$ cat src/common/accel_i2c_consts.svh
// constants for the sensor i2c slave readout block
// assumes inclusion by bare name from design files
`ifndef ACCEL_I2C_CONSTS_SVH
`define ACCEL_I2C_CONSTS_SVH

`define ADDR_UPPER        4'h2
`define CTRL_OFFSET       3'h0
`define XT_HIGH_OFFSET    3'h1
`define XT_LOW_OFFSET     3'h2
`define Y_HIGH_OFFSET     3'h3
`define Y_LOW_OFFSET      3'h4
`define CTRL_RESET        8'h00
`define SLEEP_BIT         0
`define SELF_CHECK_BIT    1
`define REF_TRIM_BIT      2
`define THERMAL_SEL_BIT   3
`define SAMPLE_RESET      12'h000

`endif

$ cat src/common/accel_i2c_pkg.sv
// types for the sensor i2c slave readout block
// constants live in accel_i2c_consts.svh
package accel_i2c_pkg;

    typedef enum logic [2:0] {
        ST_IDLE   = 3'b000,
        ST_ADDR   = 3'b001,
        ST_ADACK  = 3'b011,
        ST_WRITE  = 3'b010,
        ST_WRACK  = 3'b110,
        ST_READ   = 3'b111,
        ST_RDACK  = 3'b101,
        ST_IGNORE = 3'b100
    } slave_state_t;

    typedef struct packed {
        logic [2:0] stage;
        logic [2:0] stage_d;
    } sync_state_t;

endpackage : accel_i2c_pkg

$ cat src/design/pin_sync.sv
// two flip-flop synchroniser for the serial clock and data pins
// assumes pins idle high under a pull-up
`timescale 1ns/1ps
module pin_sync
(
    // clock and reset
    input  wire logic       core_clk,
    input  wire logic       rst_n,
    // raw pins
    input  wire logic       scl_in,
    input  wire logic       sda_in,
    // synchronised levels
    output logic            scl_sync,
    output logic            sda_sync
);
    typedef struct packed {
        logic [1:0] scl;
        logic [1:0] sda;
    } sync_reg_t;

    sync_reg_t sync_reg;
    sync_reg_t sync_next;

    always_comb
    begin
        sync_next.scl = {sync_reg.scl[0], scl_in};
        sync_next.sda = {sync_reg.sda[0], sda_in};
    end

    always_ff @(posedge core_clk or negedge rst_n)
    begin
        if (!rst_n)
        begin
            sync_reg <= '{scl: 2'h3, sda: 2'h3};
        end
        else
        begin
            sync_reg <= sync_next;
        end
    end

    // only the second stage is read, the first may be metastable
    assign scl_sync = sync_reg.scl[1];
    assign sda_sync = sync_reg.sda[1];
endmodule : pin_sync

$ cat src/design/accel_i2c_slave_readout.sv
// i2c slave front end of a dual-axis acceleration sensor
// assumes scl well below core_clk/8 and samples on the core clock
`timescale 1ns/1ps
`include "accel_i2c_consts.svh"
module accel_i2c_slave_readout
#(
    parameter int SAMPLE_BITS = 12
)
(
    // clock and reset
    input  wire logic                   core_clk,
    input  wire logic                   rst_n,
    // factory address bits
    input  wire logic [2:0]             addr_strap,
    // i2c pins
    input  wire logic                   scl_in,
    input  wire logic                   sda_in,
    output logic                        sda_out,
    output logic                        sda_oe_n,
    // conversion results, same clock domain
    input  wire logic [SAMPLE_BITS-1:0] x_sample,
    input  wire logic [SAMPLE_BITS-1:0] y_sample,
    input  wire logic [SAMPLE_BITS-1:0] thermal_result,
    // control outputs
    output logic                        sleep_request,
    output logic                        self_check_enable,
    output logic                        reference_trim_test,
    output logic                        thermal_output_select
);
    typedef struct packed {
        accel_i2c_pkg::slave_state_t state;
        logic                        scl_d;
        logic                        sda_d;
        logic [3:0]                  bit_cnt;
        logic [7:0]                  shift;
        logic [2:0]                  pointer;
        logic                        ptr_phase;
        logic                        rd_dir;
        logic [7:0]                  ctrl;
        logic [7:0]                  low_hold;
        logic                        sda_low;
    } core_state_t;

    core_state_t cur_reg;
    core_state_t cur_next;
    logic        scl_s;
    logic        sda_s;

    pin_sync u_sync
    (
        .core_clk (core_clk),
        .rst_n    (rst_n),
        .scl_in   (scl_in),
        .sda_in   (sda_in),
        .scl_sync (scl_s),
        .sda_sync (sda_s)
    );

    // zero-extend a sample into the 16-bit byte pair
    function automatic logic [15:0] widen
    (
        input logic [SAMPLE_BITS-1:0] v
    );
        widen = 16'(v);
    endfunction : widen

    // byte at a map position; low bytes come from the held copy
    function automatic logic [7:0] map_byte
    (
        input logic [2:0] pos,
        input logic [7:0] ctrl,
        input logic [7:0] held
    );
        logic [15:0] xt;
        logic [15:0] yy;
        xt = ctrl[`THERMAL_SEL_BIT] ? widen(thermal_result)
                                    : widen(x_sample);
        yy = widen(y_sample);
        case (pos)
            `CTRL_OFFSET:    map_byte = ctrl;
            `XT_HIGH_OFFSET: map_byte = xt[15:8];
            `Y_HIGH_OFFSET:  map_byte = yy[15:8];
            `XT_LOW_OFFSET,
            `Y_LOW_OFFSET:   map_byte = held;
            default:         map_byte = 8'h00;
        endcase
    endfunction : map_byte

    logic scl_rise;
    logic scl_fall;
    logic start_seen;
    logic stop_seen;
    logic [15:0] xt_now;
    logic [15:0] y_now;
    logic [7:0]  rd_byte;
    logic [7:0]  lo_byte;

    always_comb
    begin
        scl_rise   = scl_s && !cur_reg.scl_d;
        scl_fall   = !scl_s && cur_reg.scl_d;
        start_seen = scl_s && cur_reg.scl_d && cur_reg.sda_d && !sda_s;
        stop_seen  = scl_s && cur_reg.scl_d && !cur_reg.sda_d && sda_s;
        xt_now     = cur_reg.ctrl[`THERMAL_SEL_BIT] ? widen(thermal_result)
                                                    : widen(x_sample);
        y_now      = widen(y_sample);
        rd_byte    = map_byte(cur_reg.pointer, cur_reg.ctrl,
                              cur_reg.low_hold);
        lo_byte    = (cur_reg.pointer == `XT_HIGH_OFFSET) ? xt_now[7:0]
                                                          : y_now[7:0];
    end

    always_comb
    begin
        cur_next       = cur_reg;
        cur_next.scl_d = scl_s;
        cur_next.sda_d = sda_s;
        if (start_seen)
        begin
            cur_next.state   = accel_i2c_pkg::ST_ADDR;
            cur_next.bit_cnt = 4'h0;
            cur_next.sda_low = 1'b0;
        end
        else if (stop_seen)
        begin
            cur_next.state   = accel_i2c_pkg::ST_IDLE;
            cur_next.sda_low = 1'b0;
        end
        else
        begin
            case (cur_reg.state)
                accel_i2c_pkg::ST_IDLE,
                accel_i2c_pkg::ST_IGNORE:
                begin
                    cur_next.sda_low = 1'b0;
                end
                accel_i2c_pkg::ST_ADDR,
                accel_i2c_pkg::ST_WRITE:
                begin
                    if (scl_rise)
                    begin
                        // msb first shift on rising edge
                        cur_next.shift   = {cur_reg.shift[6:0], sda_s};
                        cur_next.bit_cnt = cur_reg.bit_cnt + 4'h1;
                    end
                    else if (scl_fall && cur_reg.bit_cnt == 4'h8)
                    begin
                        cur_next.bit_cnt = 4'h0;
                        if (cur_reg.state == accel_i2c_pkg::ST_ADDR)
                        begin
                            if (cur_reg.shift[7:1] == {`ADDR_UPPER, addr_strap})
                            begin
                                cur_next.rd_dir    = cur_reg.shift[0];
                                cur_next.ptr_phase = 1'b1;
                                cur_next.sda_low   = 1'b1;
                                cur_next.state     = accel_i2c_pkg::ST_ADACK;
                            end
                            else
                            begin
                                cur_next.state = accel_i2c_pkg::ST_IGNORE;
                            end
                        end
                        else if (cur_reg.ptr_phase)
                        begin
                            cur_next.pointer   = cur_reg.shift[2:0];
                            cur_next.ptr_phase = 1'b0;
                            cur_next.sda_low   = 1'b1;
                            cur_next.state     = accel_i2c_pkg::ST_WRACK;
                        end
                        else if (cur_reg.pointer == `CTRL_OFFSET)
                        begin
                            cur_next.ctrl    = cur_reg.shift;
                            cur_next.sda_low = 1'b1;
                            cur_next.state   = accel_i2c_pkg::ST_WRACK;
                        end
                        else
                        begin
                            // nonzero pointer: leave control alone, no ack
                            cur_next.state = accel_i2c_pkg::ST_IGNORE;
                        end
                    end
                end
                accel_i2c_pkg::ST_ADACK,
                accel_i2c_pkg::ST_WRACK:
                begin
                    if (scl_fall)
                    begin
                        if (cur_reg.state == accel_i2c_pkg::ST_ADACK
                            && cur_reg.rd_dir)
                        begin
                            cur_next.shift   = rd_byte;
                            cur_next.sda_low = !rd_byte[7];
                            cur_next.state   = accel_i2c_pkg::ST_READ;
                        end
                        else
                        begin
                            cur_next.sda_low = 1'b0;
                            cur_next.state   = accel_i2c_pkg::ST_WRITE;
                        end
                        cur_next.bit_cnt = 4'h0;
                    end
                end
                accel_i2c_pkg::ST_READ:
                begin
                    if (scl_fall)
                    begin
                        cur_next.bit_cnt = cur_reg.bit_cnt + 4'h1;
                        cur_next.shift   = {cur_reg.shift[6:0], 1'b0};
                        if (cur_reg.bit_cnt == 4'h7)
                        begin
                            cur_next.sda_low = 1'b0;
                            cur_next.state   = accel_i2c_pkg::ST_RDACK;
                            cur_next.pointer = cur_reg.pointer + 3'h1;
                        end
                        else
                        begin
                            cur_next.sda_low = !cur_reg.shift[6];
                        end
                    end
                end
                accel_i2c_pkg::ST_RDACK:
                begin
                    if (scl_rise)
                    begin
                        // master ack continues, nack releases the bus
                        cur_next.rd_dir = !sda_s;
                    end
                    else if (scl_fall)
                    begin
                        cur_next.bit_cnt = 4'h0;
                        if (cur_reg.rd_dir)
                        begin
                            cur_next.shift   = rd_byte;
                            cur_next.sda_low = !rd_byte[7];
                            cur_next.state   = accel_i2c_pkg::ST_READ;
                        end
                        else
                        begin
                            cur_next.state = accel_i2c_pkg::ST_IGNORE;
                        end
                    end
                end
                default:
                begin
                    cur_next.state = accel_i2c_pkg::ST_IDLE;
                end
            endcase
            // take the low byte in the cycle its high byte is loaded, so a
            // conversion landing in between cannot split the pair
            if (cur_next.state == accel_i2c_pkg::ST_READ
                && cur_reg.state != accel_i2c_pkg::ST_READ
                && (cur_reg.pointer == `XT_HIGH_OFFSET
                    || cur_reg.pointer == `Y_HIGH_OFFSET))
                cur_next.low_hold = lo_byte;
        end
    end

    always_ff @(posedge core_clk or negedge rst_n)
    begin
        if (!rst_n)
        begin
            cur_reg <= '{state:     accel_i2c_pkg::ST_IDLE,
                         scl_d:     1'b1,
                         sda_d:     1'b1,
                         bit_cnt:   4'h0,
                         shift:     8'h00,
                         pointer:   `CTRL_OFFSET,
                         ptr_phase: 1'b0,
                         rd_dir:    1'b0,
                         ctrl:      `CTRL_RESET,
                         low_hold:  8'h00,
                         sda_low:   1'b0};
        end
        else
        begin
            cur_reg <= cur_next;
        end
    end

    // open-drain: only ever drive low
    assign sda_out               = 1'b0;
    assign sda_oe_n              = !cur_reg.sda_low;
    assign sleep_request         = cur_reg.ctrl[`SLEEP_BIT];
    assign self_check_enable     = cur_reg.ctrl[`SELF_CHECK_BIT];
    assign reference_trim_test   = cur_reg.ctrl[`REF_TRIM_BIT];
    assign thermal_output_select = cur_reg.ctrl[`THERMAL_SEL_BIT];
endmodule : accel_i2c_slave_readout

$ cat config.mk
export PLATFORM = sky130hd
export DESIGN_NAME = accel_i2c_slave_readout
export DESIGN_NICKNAME = d
export VERILOG_FILES = /design/src/common/accel_i2c_pkg.sv /design/src/design/pin_sync.sv /design/src/design/accel_i2c_slave_readout.sv
export VERILOG_INCLUDE_DIRS = /design/src /design/src/common
export SDC_FILE = /design/constraint.sdc
export NUM_CORES = 1
export LEC_CHECK = 0
export BUFFER_PORTS_ARGS = -buffer_cell sky130_fd_sc_hd__buf_2
export CORE_AREA = 2 2 73 75
export CTS_CLUSTER_DIAMETER = 40
export DETAILED_ROUTE_END_ITERATION = 16
export DIE_AREA = 0 0 75 77
export PLACE_DENSITY = 0.79
export SYNTH_ARGS = -nofsm -noshare
export SYNTH_HDL_FRONTEND = slang
export SYNTH_HIERARCHICAL = 1
export SYNTH_SLANG_ARGS = --single-unit
$ cat constraint.sdc
create_clock -name core_clk -period 3.39 [get_ports core_clk]
set_input_delay 0.1695 -clock core_clk [delete_from_list [all_inputs] [get_ports core_clk]]
set_output_delay 0.1695 -clock core_clk [all_outputs]
set_load 0.02 [all_outputs]
==> run_results.csv, run 1 <==
group,metric,value,unit
outcome,violations,"hold timing",
routing,drc,0,
critical_path,slowest_stage,"dfrtp_1",
flow_run,cap_violations,0,
synthesis,synth-seq-cells,43,
cts,clk_latency,0.31,ns
routing,wirelength,6.493,mm
cts,clock-sinks,43,
synthesis,ys_seq_area_share,39.80,%
min_path,hold_path_class,"input pin to asynchronous set/reset pin",
floorplan,core,0.004977,mm^2
grt,overflow,0,
grt,grt_max_degree,44,
cts,cts_made_buffers,5,
power,combPwrFrac,31.7,%
routing,via_count,2378,
synthesis,ys_async_sr_fraction,100.0,%
critical_path,end_kind,"flop",
floorplan,ios,49,
power,leakage,1.405,nW
floorplan,fp.dieW,75,um
power,seq_power_share,43.3,%
cts,clkSlewWorstSetupHoldPaths,0.09,ns
critical_path,path_cells,"nor3b_4 -> o211ai_2 -> a211o_1 -> a311oi_2 -> o211a_1 -> mux2_2",
cells_and_area,final_common_cell,"buf_2",
timing,holdWs,-0.007891,ns
critical_path,startpoint_type,"flop",
critical_path,crit_type,"flop to flop",
timing,relSlewSlack,24.03,%
synthesis,netlist_area,0.002723,mm^2
cts,root_buffer,"clkbuf_8",
synthesis,syn_nets,347,
outcome,status,"complete, but fails checks",
critical_path,critPathArrivalTime,3.06,ns
timing,setup_tns,0,ns
timing,min_period,2.870,ns
power,p_clk_share,25.0,%
grt,grt_antenna_before_repair,0,
synthesis,synth_area_leaders,"dfrtp_1 (34%), mux2_2 (7.0%), o21ai_0 (6.6%)",
floorplan,fp-row-count,26,
power,p_int,0.001076,W
power,peakVddDrop,331.9,uV
cts,clock_path_buffers,2,
timing,rsz0062_at_grt,"false",
placement,post-dp-hpwl,4.760,mm
cells_and_area,antenna_cells,0,
placement,gp_congestion,0.9118,
synthesis,avgSynthCellArea,9.167,um^2
synthesis,postSynthCellCount,297,
timing,fin_skew,0.01249,ns
critical_path,slowest_delay,0.62,ns
power,p_sw,0.0006470,W
synthesis,yosysWarningCount,6,
synthesis,synth_edf_count,0,
placement,dpl_cell_area,0.002969,mm^2
timing,fmax,348.4,MHz
power,p_sw_share,37.54,%
timing,final_max_slew_viol_count,0,
cells_and_area,final_cell_mix,"buf_2 (47), nand2_1 (39), dfrtp_1 (37), o21ai_0 (36), mux2_2 (17)",
synthesis,yosys_most_used_dff,"dfrtp_1",
cells_and_area,finalNetCount,385,
cells_and_area,area_delta_synth_final,14.25,%
floorplan,initial_core_util,54.70,%
grt,grt_use_total,24.41,%
routing,drt-initial-drc-count,206,
placement,port_buffers,47,
grt,grt_pass1_wl,11.02,mm
power,total_power,0.001723,W
cts,cts_tree,"yes",
routing,drt_pass1_iterations,5,
cts,hold_buffers,2,
cells_and_area,utilization,62.49,%
synthesis,yosys.area.top_type,"dfrtp_1",
cells_and_area,layout-drive-gt1-share,26.19,%
grt,grt_pass1_vias,2372,
floorplan,die_y,77,um
floorplan,dieArea,0.005775,mm^2
synthesis,yosysTopAreaCellShare,34.01,%
routing,wl_per_cell,15.99,um
power,power_density,554.1,mW/mm^2
cts,cts_resized,0,
synthesis,synth_cell_types,58,
cts,cts_setup_buffers,0,
cells_and_area,fin_area,0.003110,mm^2
timing,hold_viol,6,
cells_and_area,largest_reg_flops,35,
routing,post_drt_via_cell_ratio,5.857,
timing,finalCritPeriodShare,84.66,%
routing,final_antenna_net_count,0,
critical_path,cp_data_required_time,3.58,ns
cts,htreeDepth,2,
critical_path,critPathMaxFanout,20,
timing,worstMarginPinSlew,1.132,ns
timing,setup_viol,0,
## area by class of cell
| class | count | area, um^2 |
|---|---|---|
| fillers | 420 | 1867 |
| multi-input cells | 224 | 1510 |
| flip-flops and latches | 43 | 1084 |
| repair buffers | 51 | 270.3 |
| well taps | 70 | 87.58 |
| clock buffers | 6 | 82.58 |
| clock inverters | 2 | 38.79 |
| inverters | 10 | 37.54 |
## synth_stat cells, drive strengths merged, types with 3 or more instances
master / instances
a211oi: 3
clkbuf: 11
nor3b: 4
dfstp: 6
nor3: 4
nand2b: 3
a31oi: 5
dfrtp: 37
o31ai: 3
buf: 9
a21o: 3
a21oi: 11
a22oi: 6
ha: 7
a22o: 4
nand4: 3
o211ai: 3
nor2b: 7
nand2: 39
mux2i: 11
inv: 10
xnor2: 4
nor2: 13
o22a: 3
mux2: 17
nand3: 7
o21ai: 37
## critical path, delay by kind of cell, from the launching register on
kind	cells	cell delay, ns
and+or+nand+nor	1	0.48
muxes	1	0.39
DFF	1	0.62
AOI/OAI and AO/OA	4	1.27
## power by group through the flow
stage / registers (W) / logic, W / clock network, W
after floorplan: 0.000674 / 0.000447 / 0
after global placement: 0.000742 / 0.000522 / 0
after detailed placement: 0.000751 / 0.000534 / 0
after CTS: 0.000742 / 0.000541 / 0.000440
after global routing: 0.000762 / 0.000609 / 0.000460
final: 0.000746 / 0.000546 / 0.000432
## path summary, 6_finish.rpt
path	slack (ns)	endpoint	start	depth (start not counted)
max in group asynchronous	2.77	cur_reg[36]$_DFF_PN0_	rst_n	1
setup / recovery	0.52	cur_reg[3]$_DFFE_PN0P_	cur_reg[38]$_DFF_PN0_	6
setup reg to reg	0.52	cur_reg[3]$_DFFE_PN0P_	cur_reg[38]$_DFF_PN0_	6
hold reg to reg	0.36	u_sync/sda_sync$_DFF_PN1_	u_sync/sync_next[1]$_DFF_PN1_	0
hold / removal	-0.008	cur_reg[30]$_DFFE_PN0P_	rst_n	1
min in group core_clk	0.22	cur_reg[4]$_DFFE_PN0P_	y_sample[3]	4
## metrics by stage
step / setup WS, ns / instances
after floorplan: 0.9978 / 297
after global placement: 0.6905 / 396
after detailed placement: 0.6141 / 396
after CTS: 0.5568 / 406
after global routing: 0.3807 / 406
final: 0.5201 / 406
## routing by layer
metal / vias up / wire length [um] / GRT usage (%)
li1: 1161 / - / -
met1: 1138 / 2894 / 33.25
met2: 68 / 3252 / 39.21
met3: 11 / 245 / 4.205
met4: 0 / 101 / 7.500
met5: - / 0 / 0
## cell families (layout without fill, tap and decap cells)
kind of cell / after synthesis / in the layout / synth area share, %
AOI/OAI and AO/OA: 94 / 94 / 22.89
xor gates and xnor gates: 5 / 5 / 1.608
and+or+nand+nor: 88 / 88 / 16.18
other: 1 / 1 / 0.1377
buffers and inverters: 30 / 69 / 4.734
adders and majority gates: 8 / 8 / 3.584
muxes: 28 / 28 / 11.08
DFF: 43 / 43 / 39.80
(Power assumes the default switching activity.)
==> run 2: changes to the inputs <==
clock period = 2.9 ns   (was 3.39 ns; I/O delays follow)
==> run 2 against run 1 <==
The run still ends with hold timing left. Fmax increased by 6.8%. Sequential share of layout area shrank 0.54 points. Non-clock buffer count rose by 7. Largest power group unchanged. Register-to-register slack worse by 0.31 ns. Clock-buffer cell count stayed put. Total power grew 19%. Critical endpoint unchanged. First-iteration DRC count is 7.8% higher. Setup slack got worse by 0.31 ns. Worst hold slack worse by 0.019 ns.
==> run_results.csv, run 2 (same netlist as run 1, synthesis figures left out) <==
group,metric,value,unit
cts,cts_resized,0,
routing,drt-initial-drc-count,222,
grt,grt_antenna_before_repair,0,
power,power_density,650.4,mW/mm^2
floorplan,dieArea,0.005775,mm^2
grt,grt_max_degree,44,
routing,post_drt_via_cell_ratio,5.918,
timing,fin_skew,0.007964,ns
placement,post-dp-hpwl,4.965,mm
cells_and_area,final_cell_mix,"buf_2 (47), nand2_1 (39), dfrtp_1 (37), o21ai_0 (36), mux2_2 (17)",
outcome,violations,"hold timing",
placement,port_buffers,47,
floorplan,fp-row-count,26,
power,peakVddDrop,544.7,uV
grt,grt_use_total,25.50,%
critical_path,slowest_stage,"dfrtp_1",
timing,setup_tns,0,ns
timing,rsz0062_at_grt,"false",
timing,relSlewSlack,36.48,%
outcome,status,"complete, but fails checks",
cells_and_area,area_delta_synth_final,16.04,%
floorplan,fp.dieW,75,um
timing,setup_viol,0,
cts,htreeDepth,2,
critical_path,path_cells,"nor3b_4 -> o211ai_2 -> a211o_1 -> a311oi_2 -> o211a_1 -> mux2_2",
floorplan,initial_core_util,54.70,%
floorplan,core,0.004977,mm^2
cts,cts_tree,"yes",
grt,overflow,0,
cts,clk_latency,0.30,ns
critical_path,startpoint_type,"flop",
timing,min_period,2.688,ns
cts,clock_path_buffers,2,
routing,drt_pass1_iterations,4,
floorplan,die_y,77,um
critical_path,critPathMaxFanout,11,
min_path,hold_path_class,"input pin to asynchronous set/reset pin",
cts,clkSlewWorstSetupHoldPaths,0.09,ns
timing,finalCritPeriodShare,92.70,%
routing,wirelength,6.689,mm
cells_and_area,utilization,63.47,%
timing,final_max_slew_viol_count,0,
placement,gp_congestion,1.001,
grt,grt_pass1_vias,2400,
cells_and_area,antenna_cells,0,
grt,grt_pass1_wl,11.47,mm
cts,cts_made_buffers,5,
cells_and_area,finalNetCount,392,
critical_path,reg2reg_slack,0.21,ns
flow_run,cap_violations,0,
timing,holdWs,-0.02651,ns
routing,drc,0,
floorplan,ios,49,
critical_path,crit_type,"flop to flop",
routing,final_antenna_net_count,0,
critical_path,cp_data_required_time,3.08,ns
cts,root_buffer,"clkbuf_8",
cells_and_area,largest_reg_flops,35,
power,leakage,1.441,nW
critical_path,cp-startpoint,"cur_reg[38]$_DFF_PN0_",
cells_and_area,final_common_cell,"buf_2",
critical_path,r2r-start,"cur_reg[38]$_DFF_PN0_",
timing,worstMarginPinSlew,0.9529,ns
timing,hold_viol,5,
cells_and_area,layout-drive-gt1-share,27.70,%
critical_path,end_kind,"flop",
critical_path,path_delay_family,"compound AO/OA/AOI/OAI gates",
critical_path,slowest_delay,0.53,ns
timing,fmax,372.0,MHz
cts,clock-sinks,43,
critical_path,critPathArrivalTime,2.87,ns
routing,wl_per_cell,16.20,um
critical_path,path_buf_inv,0,
routing,via_count,2444,
-- run 2: cell types whose count changed in the layout (fill, tap and decap cells not counted) --
cell and change:
inv_6 -1, buf_4 +7, clkinv_2 +1
-- run 2: per-layer routing --
| layer | wire length [um] | vias up | track usage (%) |
|---|---|---|---|
| met5 | 0 | - | 0 |
| met4 | 93 | 0 | 7.679 |
| met3 | 380 | 13 | 4.862 |
| met2 | 3226 | 74 | 38.42 |
| met1 | 2988 | 1182 | 36.96 |
| li1 | - | 1175 | - |
-- run 2: per-stage QoR --
step                worst slack, ns  std cells  cell area, um^2  total power (W)
floorplan                    0.5078        297             2723         0.001311
global placement             0.3283        403             3022         0.001529
detailed placement           0.2769        403             3022         0.001546
CTS                          0.2539        413             3159         0.002048
global route                0.09277        413             3159         0.002191
finish                       0.2117        413             3159         0.002055
-- run 2: final cells by class --
cell class                      instances  area [um^2]
Fill cell                             414         1818
Multi-Input combinational cell        224         1510
Sequential cell                        43         1084
Timing Repair Buffer                   58        322.8
Tap cell                               70        87.58
Clock buffer                            6        82.58
Inverter                               10        37.54
Clock inverter                          2        35.03
-- run 2: repair_timing --
item / CTS / global route
endpoints found under the hold margin: 2 / 0
hold buffers: 2 / 0
setup buffers: 0 / 0
-- run 2: report_power, final --
group | switching [W] | total [W] | internal [W]
clock | 0.000216 | 0.000495 | 0.000279
combinational | 0.000426 | 0.000729 | 0.000303
sequential | 0.000132 | 0.000832 | 0.000699
total | 0.000774 | 0.00205 | 0.00128
-- run 2: worst register-to-register path, cell delays in order (launching register included) --
cell and delay [ns]:
dfrtp_1 0.53, nor3b_4 0.44, o211ai_2 0.21, a211o_1 0.31, a311oi_2 0.30, o211a_1 0.40
mux2_2 0.39
-- run 2: final timing paths --
kind,endpoint,cells past startpoint
setup / recovery,cur_reg[3]$_DFFE_PN0P_,6
hold / removal,cur_reg[33]$_DFFE_PN0P_,1
setup reg to reg,cur_reg[3]$_DFFE_PN0P_,6
hold reg to reg,u_sync/sda_sync$_DFF_PN1_,0
max in group asynchronous,cur_reg[6]$_DFFE_PN0P_,1
min in group core_clk,cur_reg[1]$_DFFE_PN0P_,4
